**config.mk**
```make
export PLATFORM = sky130hd
export DESIGN_NAME = asld_ctrl
export DESIGN_NICKNAME = d
export VERILOG_FILES = /design/src/asld_pkg.sv /design/src/asld_stagger.sv /design/src/asld_ctrl.sv
export SDC_FILE = /design/constraint.sdc
export NUM_CORES = 1
export LEC_CHECK = 0
export ABC_AREA = 1
export BUFFER_PORTS_ARGS = -buffer_cell sky130_fd_sc_hd__buf_2
export CAP_MARGIN = 10
export CORE_ASPECT_RATIO = 1.25
export CORE_MARGIN = 4
export CORE_UTILIZATION = 45
export CTS_CLUSTER_DIAMETER = 100
export DETAILED_ROUTE_END_ITERATION = 12
export PLACE_DENSITY_LB_ADDON = 0.08
export SLEW_MARGIN = 15
export SYNTH_ARGS = -nofsm -noshare
export SYNTH_HDL_FRONTEND = slang
export SYNTH_HIERARCHICAL = 1
export SYNTH_SLANG_ARGS = --single-unit
```
**constraint.sdc**
```tcl
create_clock -name CLK -period 1.7 [get_ports CLK]
set_input_delay 0.17 -clock CLK [delete_from_list [all_inputs] [get_ports CLK]]
set_output_delay 0.17 -clock CLK [all_outputs]
set_load 0.01 [all_outputs]
```
**src/asld_pkg.sv**
```systemverilog
package asld_pkg;
  // Register indices; byte address is four times the index
  localparam logic [9:0] ASLD_IDX_START_DELAY = 10'h007;
  localparam logic [9:0] ASLD_IDX_EVENT_LOCK  = 10'h008;
  localparam logic [9:0] ASLD_IDX_WAVE_LOCK   = 10'h009;
  localparam logic [9:0] ASLD_IDX_STAGE_STAT  = 10'h00a;

  localparam int ASLD_ADDR_W = 12;
  localparam int ASLD_DATA_W = 32;

  // Field positions
  localparam int ASLD_PORT_A_LSB     = 0;
  localparam int ASLD_PORT_B_LSB     = 2;
  localparam int ASLD_EVT_LOW_BIT    = 0;
  localparam int ASLD_EVT_HIGH_BIT   = 4;
  localparam int ASLD_WAVE_C_BIT     = 0;
  localparam int ASLD_WAVE_E_BIT     = 2;
  localparam int ASLD_STAT_A_BIT     = 0;
  localparam int ASLD_STAT_B_BIT     = 1;

  localparam logic [7:0] ASLD_RESET_VALUE = 8'h00;

  // Stagger delay codes
  typedef enum logic [1:0] {
    ASLD_DIRECT_START          = 2'h0,
    ASLD_TWO_CYCLE_STEP        = 2'h1,
    ASLD_EIGHT_CYCLE_STEP      = 2'h2,
    ASLD_THIRTY_TWO_CYCLE_STEP = 2'h3
  } asld_delay_t;

  localparam int ASLD_CNT_W = 6;
  localparam logic [ASLD_CNT_W-1:0] ASLD_STEP_TWO        = 6'h02;
  localparam logic [ASLD_CNT_W-1:0] ASLD_STEP_EIGHT      = 6'h08;
  localparam logic [ASLD_CNT_W-1:0] ASLD_STEP_THIRTY_TWO = 6'h20;
  localparam logic [ASLD_CNT_W-1:0] ASLD_CNT_ONE         = 6'h01;
endpackage

```
**src/asld_stagger.sv**
```systemverilog
`timescale 1ns/1ns
module asld_stagger
  import asld_pkg::*;
#(
  parameter int STAGES = 3
) (
  // Clock and reset
  input  wire logic              clk,
  input  wire logic              rst,
  // Control
  input  wire logic              enable,
  input  wire logic [1:0]        delay_code,
  // Stage outputs
  output logic [STAGES-1:0]      stage_en,
  output logic                   busy
);

  typedef enum logic [1:0] {ST_OFF, ST_RAMP, ST_ON} asld_stg_t;

  generate
    if (STAGES < 2) begin : g_chk
      $error("asld_stagger needs at least two stages");
    end
  endgenerate

  function automatic logic [ASLD_CNT_W-1:0] step_len(input logic [1:0] code);
    unique case (asld_delay_t'(code))
      ASLD_TWO_CYCLE_STEP:   step_len = ASLD_STEP_TWO;
      ASLD_EIGHT_CYCLE_STEP: step_len = ASLD_STEP_EIGHT;
      default:               step_len = ASLD_STEP_THIRTY_TWO;
    endcase
  endfunction

  asld_stg_t               state;
  asld_stg_t               next_state;
  logic [ASLD_CNT_W-1:0]   cnt;
  logic [ASLD_CNT_W-1:0]   next_cnt;
  logic [1:0]              code;
  logic [1:0]              next_code;
  logic [STAGES-1:0]       next_stage_en;
  logic                    next_busy;

  // Code is latched at enable so a mid-ramp rewrite cannot stretch a step
  always_comb begin
    next_state    = state;
    next_cnt      = cnt;
    next_code     = code;
    next_stage_en = stage_en;
    unique case (state)
      ST_OFF: begin
        if (enable) begin
          next_code = delay_code;
          if (delay_code == ASLD_DIRECT_START) begin
            next_stage_en = '1;
            next_state    = ST_ON;
          end else begin
            next_stage_en = {{(STAGES-1){1'b0}}, 1'b1};
            next_cnt      = step_len(delay_code) - ASLD_CNT_ONE;
            next_state    = ST_RAMP;
          end
        end
      end
      ST_RAMP: begin
        if (!enable) begin
          next_stage_en = '0;
          next_state    = ST_OFF;
        end else if (cnt == '0) begin
          next_stage_en = {stage_en[STAGES-2:0], 1'b1};
          next_cnt      = step_len(code) - ASLD_CNT_ONE;
          if (stage_en[STAGES-2]) begin
            next_state = ST_ON;
          end
        end else begin
          next_cnt = cnt - ASLD_CNT_ONE;
        end
      end
      ST_ON: begin
        if (!enable) begin
          next_stage_en = '0;
          next_state    = ST_OFF;
        end
      end
    endcase
    next_busy = (next_state == ST_RAMP);
  end

  always_ff @(posedge clk or posedge rst) begin
    if (rst) begin
      state    <= ST_OFF;
      cnt      <= '0;
      code     <= '0;
      stage_en <= '0;
      busy     <= 1'b0;
    end else begin
      state    <= next_state;
      cnt      <= next_cnt;
      code     <= next_code;
      stage_en <= next_stage_en;
      busy     <= next_busy;
    end
  end

  a_direct_start: assert property (@(posedge clk) disable iff (rst)
    (state == ST_OFF && enable && delay_code == ASLD_DIRECT_START) |=> (stage_en == '1))
    else $error("direct start did not raise all stages");
  a_two_step: assert property (@(posedge clk) disable iff (rst)
    (state == ST_OFF && enable && delay_code == ASLD_TWO_CYCLE_STEP) ##1 enable[*2]
    |=> (stage_en[1:0] == 2'h3) || !enable)
    else $error("two cycle step spacing wrong");
  a_eight_hold: assert property (@(posedge clk) disable iff (rst)
    (state == ST_OFF && enable && delay_code == ASLD_EIGHT_CYCLE_STEP) ##1 enable[*7]
    |-> (stage_en[1] == 1'b0))
    else $error("eight cycle step came early");
  a_disable_clears: assert property (@(posedge clk) disable iff (rst)
    (state != ST_OFF && !enable) |=> (stage_en == '0))
    else $error("stages not dropped on disable");
  a_one_at_a_time: assert property (@(posedge clk) disable iff (rst)
    (state == ST_RAMP) |=> ($countones(stage_en) <= $countones($past(stage_en)) + 1))
    else $error("more than one stage started at once");

  c_ramp_done: cover property (@(posedge clk) disable iff (rst)
    (state == ST_RAMP) ##1 (state == ST_ON));
  c_abort: cover property (@(posedge clk) disable iff (rst)
    (state == ST_RAMP && !enable));

endmodule

```
**src/asld_ctrl.sv**
```systemverilog
// Register access over APB was decided locally.
`timescale 1ns/1ns
module asld_ctrl
  import asld_pkg::*;
#(
  parameter int STAGES = 3
) (
  // Clock and reset
  input  wire logic                   CLK,
  input  wire logic                   RST,
  // APB slave
  input  wire logic                   PSEL,
  input  wire logic                   PENABLE,
  input  wire logic                   PWRITE,
  input  wire logic [ASLD_ADDR_W-1:0] PADDR,
  input  wire logic [ASLD_DATA_W-1:0] PWDATA,
  input  wire logic [3:0]             PSTRB,
  output logic [ASLD_DATA_W-1:0]      PRDATA,
  output logic                        PREADY,
  output logic                        PSLVERR,
  // Protection and analog enables
  input  wire logic                   CCP_OPEN,
  input  wire logic                   PORT_A_ANALOG_EN,
  input  wire logic                   PORT_B_ANALOG_EN,
  // Stage enables
  output logic [STAGES-1:0]           PORT_A_STAGE_EN,
  output logic [STAGES-1:0]           PORT_B_STAGE_EN,
  // Lock outputs
  output logic                        LOW_EVENT_GROUP_LOCK,
  output logic                        HIGH_EVENT_GROUP_LOCK,
  output logic                        PORT_E_WAVEFORM_LOCK,
  output logic                        PORT_C_WAVEFORM_LOCK
);

  function automatic logic known_index(input logic [9:0] idx);
    known_index = (idx == ASLD_IDX_START_DELAY) || (idx == ASLD_IDX_EVENT_LOCK) ||
                  (idx == ASLD_IDX_WAVE_LOCK) || (idx == ASLD_IDX_STAGE_STAT);
  endfunction

  // Bits each register really holds; every other bit must read as zero
  function automatic logic [7:0] live_bits(input logic [9:0] idx_in);
    live_bits = ASLD_RESET_VALUE;
    unique case (idx_in)
      ASLD_IDX_START_DELAY: begin
        live_bits[ASLD_PORT_A_LSB +: 2] = 2'h3;
        live_bits[ASLD_PORT_B_LSB +: 2] = 2'h3;
      end
      ASLD_IDX_EVENT_LOCK: begin
        live_bits[ASLD_EVT_LOW_BIT]  = 1'b1;
        live_bits[ASLD_EVT_HIGH_BIT] = 1'b1;
      end
      ASLD_IDX_WAVE_LOCK: begin
        live_bits[ASLD_WAVE_C_BIT] = 1'b1;
        live_bits[ASLD_WAVE_E_BIT] = 1'b1;
      end
      ASLD_IDX_STAGE_STAT: begin
        live_bits[ASLD_STAT_A_BIT] = 1'b1;
        live_bits[ASLD_STAT_B_BIT] = 1'b1;
      end
      default: live_bits = ASLD_RESET_VALUE;
    endcase
  endfunction

  logic [1:0]              port_a_stagger_delay;
  logic [1:0]              port_b_stagger_delay;
  logic [1:0]              next_port_a_stagger_delay;
  logic [1:0]              next_port_b_stagger_delay;
  logic                    next_low_lock;
  logic                    next_high_lock;
  logic                    next_wave_e_lock;
  logic                    next_wave_c_lock;
  logic [ASLD_DATA_W-1:0]  next_prdata;
  logic                    next_pready;
  logic                    next_pslverr;
  logic                    busy_a;
  logic                    busy_b;
  logic [9:0]              idx;
  logic                    setup;
  logic                    wr_take;
  logic [7:0]              wbyte;
  logic [7:0]              rbyte;

  assign idx     = PADDR[ASLD_ADDR_W-1:2];
  assign setup   = PSEL && !PENABLE;
  assign wr_take = PSEL && PENABLE && PREADY && PWRITE && PSTRB[0] && known_index(idx);
  assign wbyte   = PWDATA[7:0];

  // No wait state: read data is registered in setup and shown in access
  always_comb begin
    rbyte = ASLD_RESET_VALUE;
    unique case (idx)
      ASLD_IDX_START_DELAY: begin
        rbyte[ASLD_PORT_A_LSB +: 2] = port_a_stagger_delay;
        rbyte[ASLD_PORT_B_LSB +: 2] = port_b_stagger_delay;
      end
      ASLD_IDX_EVENT_LOCK: begin
        rbyte[ASLD_EVT_LOW_BIT]  = LOW_EVENT_GROUP_LOCK;
        rbyte[ASLD_EVT_HIGH_BIT] = HIGH_EVENT_GROUP_LOCK;
      end
      ASLD_IDX_WAVE_LOCK: begin
        rbyte[ASLD_WAVE_C_BIT] = PORT_C_WAVEFORM_LOCK;
        rbyte[ASLD_WAVE_E_BIT] = PORT_E_WAVEFORM_LOCK;
      end
      ASLD_IDX_STAGE_STAT: begin
        rbyte[ASLD_STAT_A_BIT] = busy_a;
        rbyte[ASLD_STAT_B_BIT] = busy_b;
      end
      default: rbyte = ASLD_RESET_VALUE;
    endcase
    next_pready  = setup;
    next_pslverr = setup && !known_index(idx);
    next_prdata  = PRDATA;
    if (setup) begin
      next_prdata = (!PWRITE) ? {{(ASLD_DATA_W-8){1'b0}}, rbyte} : '0;
    end
  end

  always_comb begin
    next_port_a_stagger_delay = port_a_stagger_delay;
    next_port_b_stagger_delay = port_b_stagger_delay;
    next_low_lock             = LOW_EVENT_GROUP_LOCK;
    next_high_lock            = HIGH_EVENT_GROUP_LOCK;
    next_wave_e_lock          = PORT_E_WAVEFORM_LOCK;
    next_wave_c_lock          = PORT_C_WAVEFORM_LOCK;
    if (wr_take && idx == ASLD_IDX_START_DELAY) begin
      next_port_a_stagger_delay = wbyte[ASLD_PORT_A_LSB +: 2];
      next_port_b_stagger_delay = wbyte[ASLD_PORT_B_LSB +: 2];
    end
    // Locks only ever set; a clear would reopen a frozen peripheral
    if (wr_take && CCP_OPEN && idx == ASLD_IDX_EVENT_LOCK) begin
      next_low_lock  = LOW_EVENT_GROUP_LOCK || wbyte[ASLD_EVT_LOW_BIT];
      next_high_lock = HIGH_EVENT_GROUP_LOCK || wbyte[ASLD_EVT_HIGH_BIT];
    end
    if (wr_take && CCP_OPEN && idx == ASLD_IDX_WAVE_LOCK) begin
      next_wave_e_lock = PORT_E_WAVEFORM_LOCK || wbyte[ASLD_WAVE_E_BIT];
      next_wave_c_lock = PORT_C_WAVEFORM_LOCK || wbyte[ASLD_WAVE_C_BIT];
    end
  end

  always_ff @(posedge CLK or posedge RST) begin
    if (RST) begin
      port_a_stagger_delay  <= '0;
      port_b_stagger_delay  <= '0;
      LOW_EVENT_GROUP_LOCK  <= 1'b0;
      HIGH_EVENT_GROUP_LOCK <= 1'b0;
      PORT_E_WAVEFORM_LOCK  <= 1'b0;
      PORT_C_WAVEFORM_LOCK  <= 1'b0;
      PRDATA                <= '0;
      PREADY                <= 1'b0;
      PSLVERR               <= 1'b0;
    end else begin
      port_a_stagger_delay  <= next_port_a_stagger_delay;
      port_b_stagger_delay  <= next_port_b_stagger_delay;
      LOW_EVENT_GROUP_LOCK  <= next_low_lock;
      HIGH_EVENT_GROUP_LOCK <= next_high_lock;
      PORT_E_WAVEFORM_LOCK  <= next_wave_e_lock;
      PORT_C_WAVEFORM_LOCK  <= next_wave_c_lock;
      PRDATA                <= next_prdata;
      PREADY                <= next_pready;
      PSLVERR               <= next_pslverr;
    end
  end

  // Enables come from logic on this clock, so no synchroniser
  asld_stagger #(.STAGES(STAGES)) u_port_a (
    .clk        (CLK),
    .rst        (RST),
    .enable     (PORT_A_ANALOG_EN),
    .delay_code (port_a_stagger_delay),
    .stage_en   (PORT_A_STAGE_EN),
    .busy       (busy_a)
  );

  asld_stagger #(.STAGES(STAGES)) u_port_b (
    .clk        (CLK),
    .rst        (RST),
    .enable     (PORT_B_ANALOG_EN),
    .delay_code (port_b_stagger_delay),
    .stage_en   (PORT_B_STAGE_EN),
    .busy       (busy_b)
  );

  a_lock_sticky: assert property (@(posedge CLK) disable iff (RST)
    $rose(LOW_EVENT_GROUP_LOCK) |=> LOW_EVENT_GROUP_LOCK [*8])
    else $error("event lock cleared without reset");
  a_lock_needs_ccp: assert property (@(posedge CLK) disable iff (RST)
    (!CCP_OPEN && PSEL && PENABLE && PREADY) |=>
      $stable({LOW_EVENT_GROUP_LOCK, HIGH_EVENT_GROUP_LOCK,
               PORT_E_WAVEFORM_LOCK, PORT_C_WAVEFORM_LOCK}))
    else $error("lock changed while protection closed");
  a_high_lock_set: assert property (@(posedge CLK) disable iff (RST)
    (wr_take && CCP_OPEN && idx == ASLD_IDX_EVENT_LOCK && PWDATA[ASLD_EVT_HIGH_BIT])
    |=> HIGH_EVENT_GROUP_LOCK)
    else $error("high event lock not set");
  a_wave_e_set: assert property (@(posedge CLK) disable iff (RST)
    (wr_take && CCP_OPEN && idx == ASLD_IDX_WAVE_LOCK && PWDATA[ASLD_WAVE_E_BIT])
    |=> PORT_E_WAVEFORM_LOCK)
    else $error("port e waveform lock not set");
  a_wave_c_set: assert property (@(posedge CLK) disable iff (RST)
    (wr_take && CCP_OPEN && idx == ASLD_IDX_WAVE_LOCK && PWDATA[ASLD_WAVE_C_BIT])
    |=> PORT_C_WAVEFORM_LOCK)
    else $error("port c waveform lock not set");
  a_low_lock_set: assert property (@(posedge CLK) disable iff (RST)
    (wr_take && CCP_OPEN && idx == ASLD_IDX_EVENT_LOCK && PWDATA[ASLD_EVT_LOW_BIT])
    |=> LOW_EVENT_GROUP_LOCK)
    else $error("low event lock not set");
  // Lock register keeps bit 4 live, so the check follows each register's own map
  a_upper_zero: assert property (@(posedge CLK) disable iff (RST)
    (PREADY && PSEL && !PWRITE) |->
      (((PRDATA[7:0] & ~live_bits(idx)) == '0) && (PRDATA[ASLD_DATA_W-1:8] == '0)))
    else $error("unused bits read nonzero");
  a_locks_stay_set: assert property (@(posedge CLK) disable iff (RST)
    !$fell(LOW_EVENT_GROUP_LOCK) && !$fell(HIGH_EVENT_GROUP_LOCK) &&
    !$fell(PORT_E_WAVEFORM_LOCK) && !$fell(PORT_C_WAVEFORM_LOCK))
    else $error("lock cleared without reset");
  a_delay_write: assert property (@(posedge CLK) disable iff (RST)
    (wr_take && idx == ASLD_IDX_START_DELAY) |=>
      ({port_b_stagger_delay, port_a_stagger_delay} ==
       {$past(PWDATA[ASLD_PORT_B_LSB +: 2]), $past(PWDATA[ASLD_PORT_A_LSB +: 2])}))
    else $error("stagger fields not written");
  a_error_quiet: assert property (@(posedge CLK) disable iff (RST)
    PSLVERR |-> (PREADY && (PRDATA == '0)))
    else $error("slave error without ready or with data");
  a_ready_timing: assert property (@(posedge CLK) disable iff (RST)
    (PSEL && !PENABLE) |=> (PREADY && (PSLVERR == !known_index($past(idx)))))
    else $error("ready or error not one cycle after setup");

  c_lock_write: cover property (@(posedge CLK) disable iff (RST)
    $rose(PORT_E_WAVEFORM_LOCK));
  c_refused_lock: cover property (@(posedge CLK) disable iff (RST)
    (wr_take && !CCP_OPEN && idx == ASLD_IDX_EVENT_LOCK));
  c_unmapped: cover property (@(posedge CLK) disable iff (RST) PSLVERR);

endmodule

```
# Word-level counts from Yosys, hierarchy flattened
# Index checks and enable logic that the tools add are counted.
# op_classes
add_sub_neg	6
n_eq_ne	28
muxes	58
n_reduce_logical	34
# ops
cell	count
2-to-1 mux 6 bit	20
case mux 6 bit (2 select lines)	6
subtractor 6 x 1 -> 6 bit, second input constant	6
equality test 10 x 4 -> 1 bit, second input constant	3
2-to-1 mux 3 bit	10
2-to-1 mux 2 bit	12
case mux 3 bit (3 select lines)	2
equality test 2 x 1 -> 1 bit, second input constant	8
!= test 2 bit, second input constant	8
equality test 2 bit, second input constant	6
zero test 6 bit	2
case mux 2 bit (3 select lines)	2
logical AND 1 bit	11
equality test 10 x 3 -> 1 bit, second input constant	1
zero test 2 bit	4
AND reduction 4 bit	2
logical OR 1 bit	7
!= test 3 x 2 -> 1 bit, second input constant	2
AND reduction 3 bit	2
2-to-1 mux 5 bit	1
case mux 1 bit (2 select lines)	2
case mux 1 bit (4 select lines)	1
AND reduction 2 bit	2
nonzero test 2 bit	2
other kinds (2)	4
# totals
reg_bits	70
output_inout_bits	44
word_cells	145

# Depth between registers and ports, before layout
# depth
word_depth	9
mapped_depth	10

# By module
# Netlist, hierarchy kept.
# modules_own_cells
mod	n_inst	cells_each	area_per_inst_um2	seq_area_each_um2
asld_stagger	2	133	963.4	350.3
asld_ctrl	1	129	1102.3	375.4

# Worst setup path after synthesis
# No wires, ideal clock.
# synth_path
kind	register to register
from	register u_port_a.cnt[0]
to	register u_port_a.cnt[4]
arrival_ns	1.367
t_required_ns	1.635
path_slack_ns	0.268
stages_incl_launch_ff	11
path_cell_list	dfrtp_1 > nor2_4 > nand2_4 > nor2_4 > a21oi_1 > ha_1 > nand2_1 > o21ai_0 > nand2_1 > nand2_1 > nand2_1
# synth_between
elab_chain_len	4
# synth_rtl
item	line	source
from (decl)	asld_stagger.sv:36	logic [ASLD_CNT_W-1:0] cnt;
from (signal assigned)	asld_stagger.sv:96	cnt <= next_cnt;
subtractor 6 x 1 -> 6 bit / zero test 6 bit (equally long branches)	asld_stagger.sv:74, asld_stagger.sv:67	
2-to-1 mux 6 bit *	asld_stagger.sv:67	end else if (cnt == '0) begin
2-to-1 mux 6 bit *	asld_stagger.sv:64	if (!enable) begin
case mux 6 bit (2 select lines) *	asld_stagger.sv:49	unique case (state)
# Mark *: on every way between the ends. The rest lies on a longest branch, timed or not. The select of a mux whose other input is x is not followed.
# A chain may end at the register's enable or synchronous reset.

# Worst setup path after layout
# layout_path
from	register u_port_a.code[0]
to	register u_port_a.cnt[4]
# layout_between
elab_chain_len	9
# layout_rtl
item	line	source
from (decl)	asld_stagger.sv:38	logic [1:0] code;
from (signal assigned)	asld_stagger.sv:97	code <= next_code;
equality test 2 bit / equality test 2 x 1 -> 1 bit (equally long branches)	asld_stagger.sv:27	unique case (asld_delay_t'(code))
case mux 6 bit (2 select lines) *	asld_stagger.sv:27	
2-to-1 mux 6 bit *	asld_stagger.sv:67	
2-to-1 mux 6 bit *	asld_stagger.sv:64	
2-to-1 mux 6 bit *	asld_stagger.sv:49	
subtractor 6 x 1 -> 6 bit *	asld_stagger.sv:69	next_cnt = step_len(code) - ASLD_CNT_ONE;
2-to-1 mux 6 bit *	asld_stagger.sv:67	
2-to-1 mux 6 bit *	asld_stagger.sv:64	
case mux 6 bit (2 select lines) *	asld_stagger.sv:49	
# Marks and branches as above.

==> impl_results.md <==
* Final wirelength at about 6 mm
* Ys async rst share at 1.00
* Drt drc at 0
* Worst relative slew slack at 0.615
* First-pass GRT wire length at approximately 11 mm
* Count leader, synth: nand2_1
* Number of synthesized flops with an enable pin at 0
* Ports at 100
* Vias in the first global route at roughly 2400
* Worst skew pair latency at ~0.29 ns
* HPWL after DPL at 4.77 mm
* Antenna Cells at 0
* Clock root cell: clkbuf_8
* Sw Pwr at ~1.9 mW
* RSZ-0062 raised after global routing: false
* Cells after synthesis at between 300 and 400
* R2R depth at 8
* Clock Pin Slew Worst Setup and Hold Paths at 0.08 ns
* Max-slew violation count at 0
* Mapped cell area at ~3000 um^2
* Die H at approximately 100 um
* Reg-to-reg startpoint: u_port_a/code[0]$_DFFE_PP0P_
* Top cell by count, worst path: nand2_1
* Synth Area in Adders at 0.0661
* Main synth FF type: dfrtp_1
* GR Overflow Total at 0
* Initial core utilization at 0.461
* CTS tree: yes
* Hold Crit Class: input port to flop
* Fillers at 669
* WS Path Type: flop to flop
* Vias at around 2500
* Placed cell areas at approximately 3200 um^2
* Via-to-Cell Ratio at between 4 and 5
* Sequential share of the synthesized area at 0.355
* Synth area leader: dfrtp_1
* Setup tns final at 0 ns
* Initial antenna violation count at 0
* Input/output buffers at 40
* Die Span X at 81.4 um
* Simple-gate share of the synthesized area at 0.311
* F_max at around 0.65 GHz
* GRT Overall Usage at 0.163
* Clock Tree Buf Depth at 2
* Clock buffer count from CTS at 5
* Reg-to-reg endpoint: u_port_a/cnt[4]$_DFFE_PP0P_
* CP max stage cell: dfrtp_1
* H-Tree Depth at 2
* Mux contribution to synthesized area at 0
* Gpl congestion at 0.790
* CP max FO at 3
* CP arrival at 1.73 ns
* Hold wc startpoint: PWDATA[3]
* Ys Warns at 6
* Post-Route Skew at roughly 0.0043 ns
* Pre-CTS setup slack at ~0.17 ns
* Die ar. at roughly 8000 um^2
* DRT Pass-1 Iters at 4
* Final setup violation count at 0
* Setup crit end kind: flop
* Antenna Nets Post-Route at 0
* Total core area at around 6600 um^2
* Combinational fraction of design power at 0.475
* CTS Sinks at between 40 and 50
* Leak at approximately 1.9 nW
* Max-Cap Viols at 0
* Switching Fraction at 0.447
* Nets at ~520
* Routed len/inst at between 10 and 15 um
* Complex-gate fraction of the synthesized area at 0.114
* Startpoint Class: flop
* Post-synth top cells: nand2_1 (89), inv_1 (63), dfrtp_1 (43)
* XOR/XNOR share of the synthesized area at 0
* Largest family of logic cells by synthesized area: simple AND/OR/NAND/NOR gates
* Yosys cell types at 33
* Flop pwr share at 0.372
* Largest net degree at the start of global routing at 16
* Endpoints failing hold at 0
* Core Rows at 33
* Final worst path period share at 0.904
* VDD IR max at just under 700 uV
* Cell area after layout at about 3400 um^2
* P_int at 2.31 mW
* R2R setup slack at approximately 0.16 ns
* Top cells by area, synth: dfrtp_1 (36%), nand2_1 (11%), inv_1 (7.8%), buf_4 (6.7%), ha_1 (6.6%)
* Synthesis-to-layout area growth at 10.7%
* Worst slew pin tran at 0.577 ns
* Initial drt markers at 80
* Fin worst setup slack at 0.163 ns
* Min cycle time layout at 1.54 ns
* Crit path largest cell delay at 0.40 ns
* Hold Path Sink: port_b_stagger_delay[1]$_DFFE_PP0P_
* Share of cells above drive strength 1 at 0.222
* PD cells at 1240 nW/um^2
* Synth Area per Inst at 7.67 um^2
* Yosys top cell area share at 0.355
* Status: finished clean
* Worst Hold Depth at 3
* Cells along the critical path: ha_1 -> a21oi_1 -> ha_1 -> nand2_1 -> o21ai_0 -> nand2_1 -> nand2_1 -> nand2_1
* Clock power frac at 0.152
* Synth Register Bits at 43
* Req. time, crit path at between 1.5 and 2 ns
## stage by stage
stage / hold WS, ns / util / cells / total power, mW
after floorplan: 0.0592 / - / 421 / 3.11
after global placement: 0.277 / 0.495 / 523 / 3.52
after detailed placement: 0.286 / 0.495 / 523 / 3.54
after CTS: 0.0978 / 0.509 / 532 / 4.20
after global routing: 0.108 / 0.511 / 533 / 4.64
final: 0.114 / 0.511 / 533 / 4.17
## per-layer routing
metal,GRT usage,share of wire,up-vias
met4,0.0520,0.0099,0
met2,0.277,0.50,51
met1,0.207,0.44,1136
met5,0,0,-
li1,-,-,1290
met3,0.0299,0.048,4
## repair_timing
item                       CTS  global route
buffers inserted             0             1
gates resized for setup      0             2
setup endpoints to repair    0             1
hold buffers                 1             0
hold endpoints to repair    43             0
## worst max-delay path, delay by kind of cell (launching register included)
family          cells  cell delay, ns
simple gates        4            0.25
compound gates      2            0.34
flops               1            0.40
fa+ha+maj           2            0.45
## sequential cells by signal, indices dropped and copies added, names as in the netlist
signal,cells
PORT_E_WAVEFORM_LOCK,1
PSLVERR,1
u_port_a/stage_en,3
u_port_a/state,2
PRDATA,5
port_a_stagger_delay,2
u_port_a/busy,1
LOW_EVENT_GROUP_LOCK,1
PREADY,1
PORT_C_WAVEFORM_LOCK,1
u_port_b/cnt,6
HIGH_EVENT_GROUP_LOCK,1
port_b_stagger_delay,2
u_port_a/cnt,6
u_port_b/code,2
u_port_a/code,2
u_port_b/busy,1
u_port_b/state,2
u_port_b/stage_en,3
## area by class of cell
type | instances | area (um^2) | area share
Multi-Input combinational cell | 283 | 1600 | 0.476
Sequential cell | 43 | 1080 | 0.321
Inverter | 68 | 256 | 0.0765
Timing Repair Buffer | 44 | 233 | 0.0694
Tap cell | 87 | 109 | 0.0325
Clock buffer | 5 | 68.8 | 0.0205
Clock inverter | 3 | 15.0 | 0.00448
## power by group through the flow
stage | clock network, mW | registers [mW] | logic (mW)
2_1_floorplan | 0 | 1.56 | 1.55
3_3_place_gp | 0 | 1.57 | 1.95
3_5_place_dp | 0 | 1.57 | 1.97
4_1_cts | 0.671 | 1.55 | 1.97
5_1_grt | 0.711 | 1.61 | 2.32
6_report | 0.635 | 1.55 | 1.98
## cell families (layout without fill, tap and decap cells)
logic type      after synthesis  count (layout)
compound gates               58              58
fa+ha+maj                    16              16
buf+inv                      95             120
flops                        43              43
other cells                   1              27
simple gates                182             182
## cells in the final DEF, fill, tap and decap left out, types with 9 or more instances in the layout
cell	netlist	final
buf_2	0	40
o21ai_1	8	9
ha_1	16	16
conb_1	1	27
nand2_1	89	89
nand3_1	22	22
dfrtp_1	43	43
nor2_1	27	27
o21ai_0	22	21
inv_1	63	63
nand2_2	10	10
## worst max path at each step
stage / start / to / slack (ns) / depth (start not counted)
2_1_floorplan: u_port_a/cnt[0]$_DFFE_PP0P_ / u_port_a/cnt[4]$_DFFE_PP0P_ / 0.27 / 10
3_3_place_gp: u_port_a/code[0]$_DFFE_PP0P_ / u_port_a/cnt[4]$_DFFE_PP0P_ / 0.17 / 8
3_5_place_dp: u_port_b/code[0]$_DFFE_PP0P_ / u_port_b/cnt[4]$_DFFE_PP0P_ / 0.17 / 8
4_1_cts: u_port_b/code[1]$_DFFE_PP0P_ / u_port_b/cnt[4]$_DFFE_PP0P_ / 0.14 / 9
5_1_grt: u_port_a/cnt[4]$_DFFE_PP0P_ / u_port_a/cnt[4]$_DFFE_PP0P_ / 0.01 / 10
6_report: u_port_a/code[0]$_DFFE_PP0P_ / u_port_a/cnt[4]$_DFFE_PP0P_ / 0.16 / 8
No activity file was read; power rests on OpenSTA's default activity.
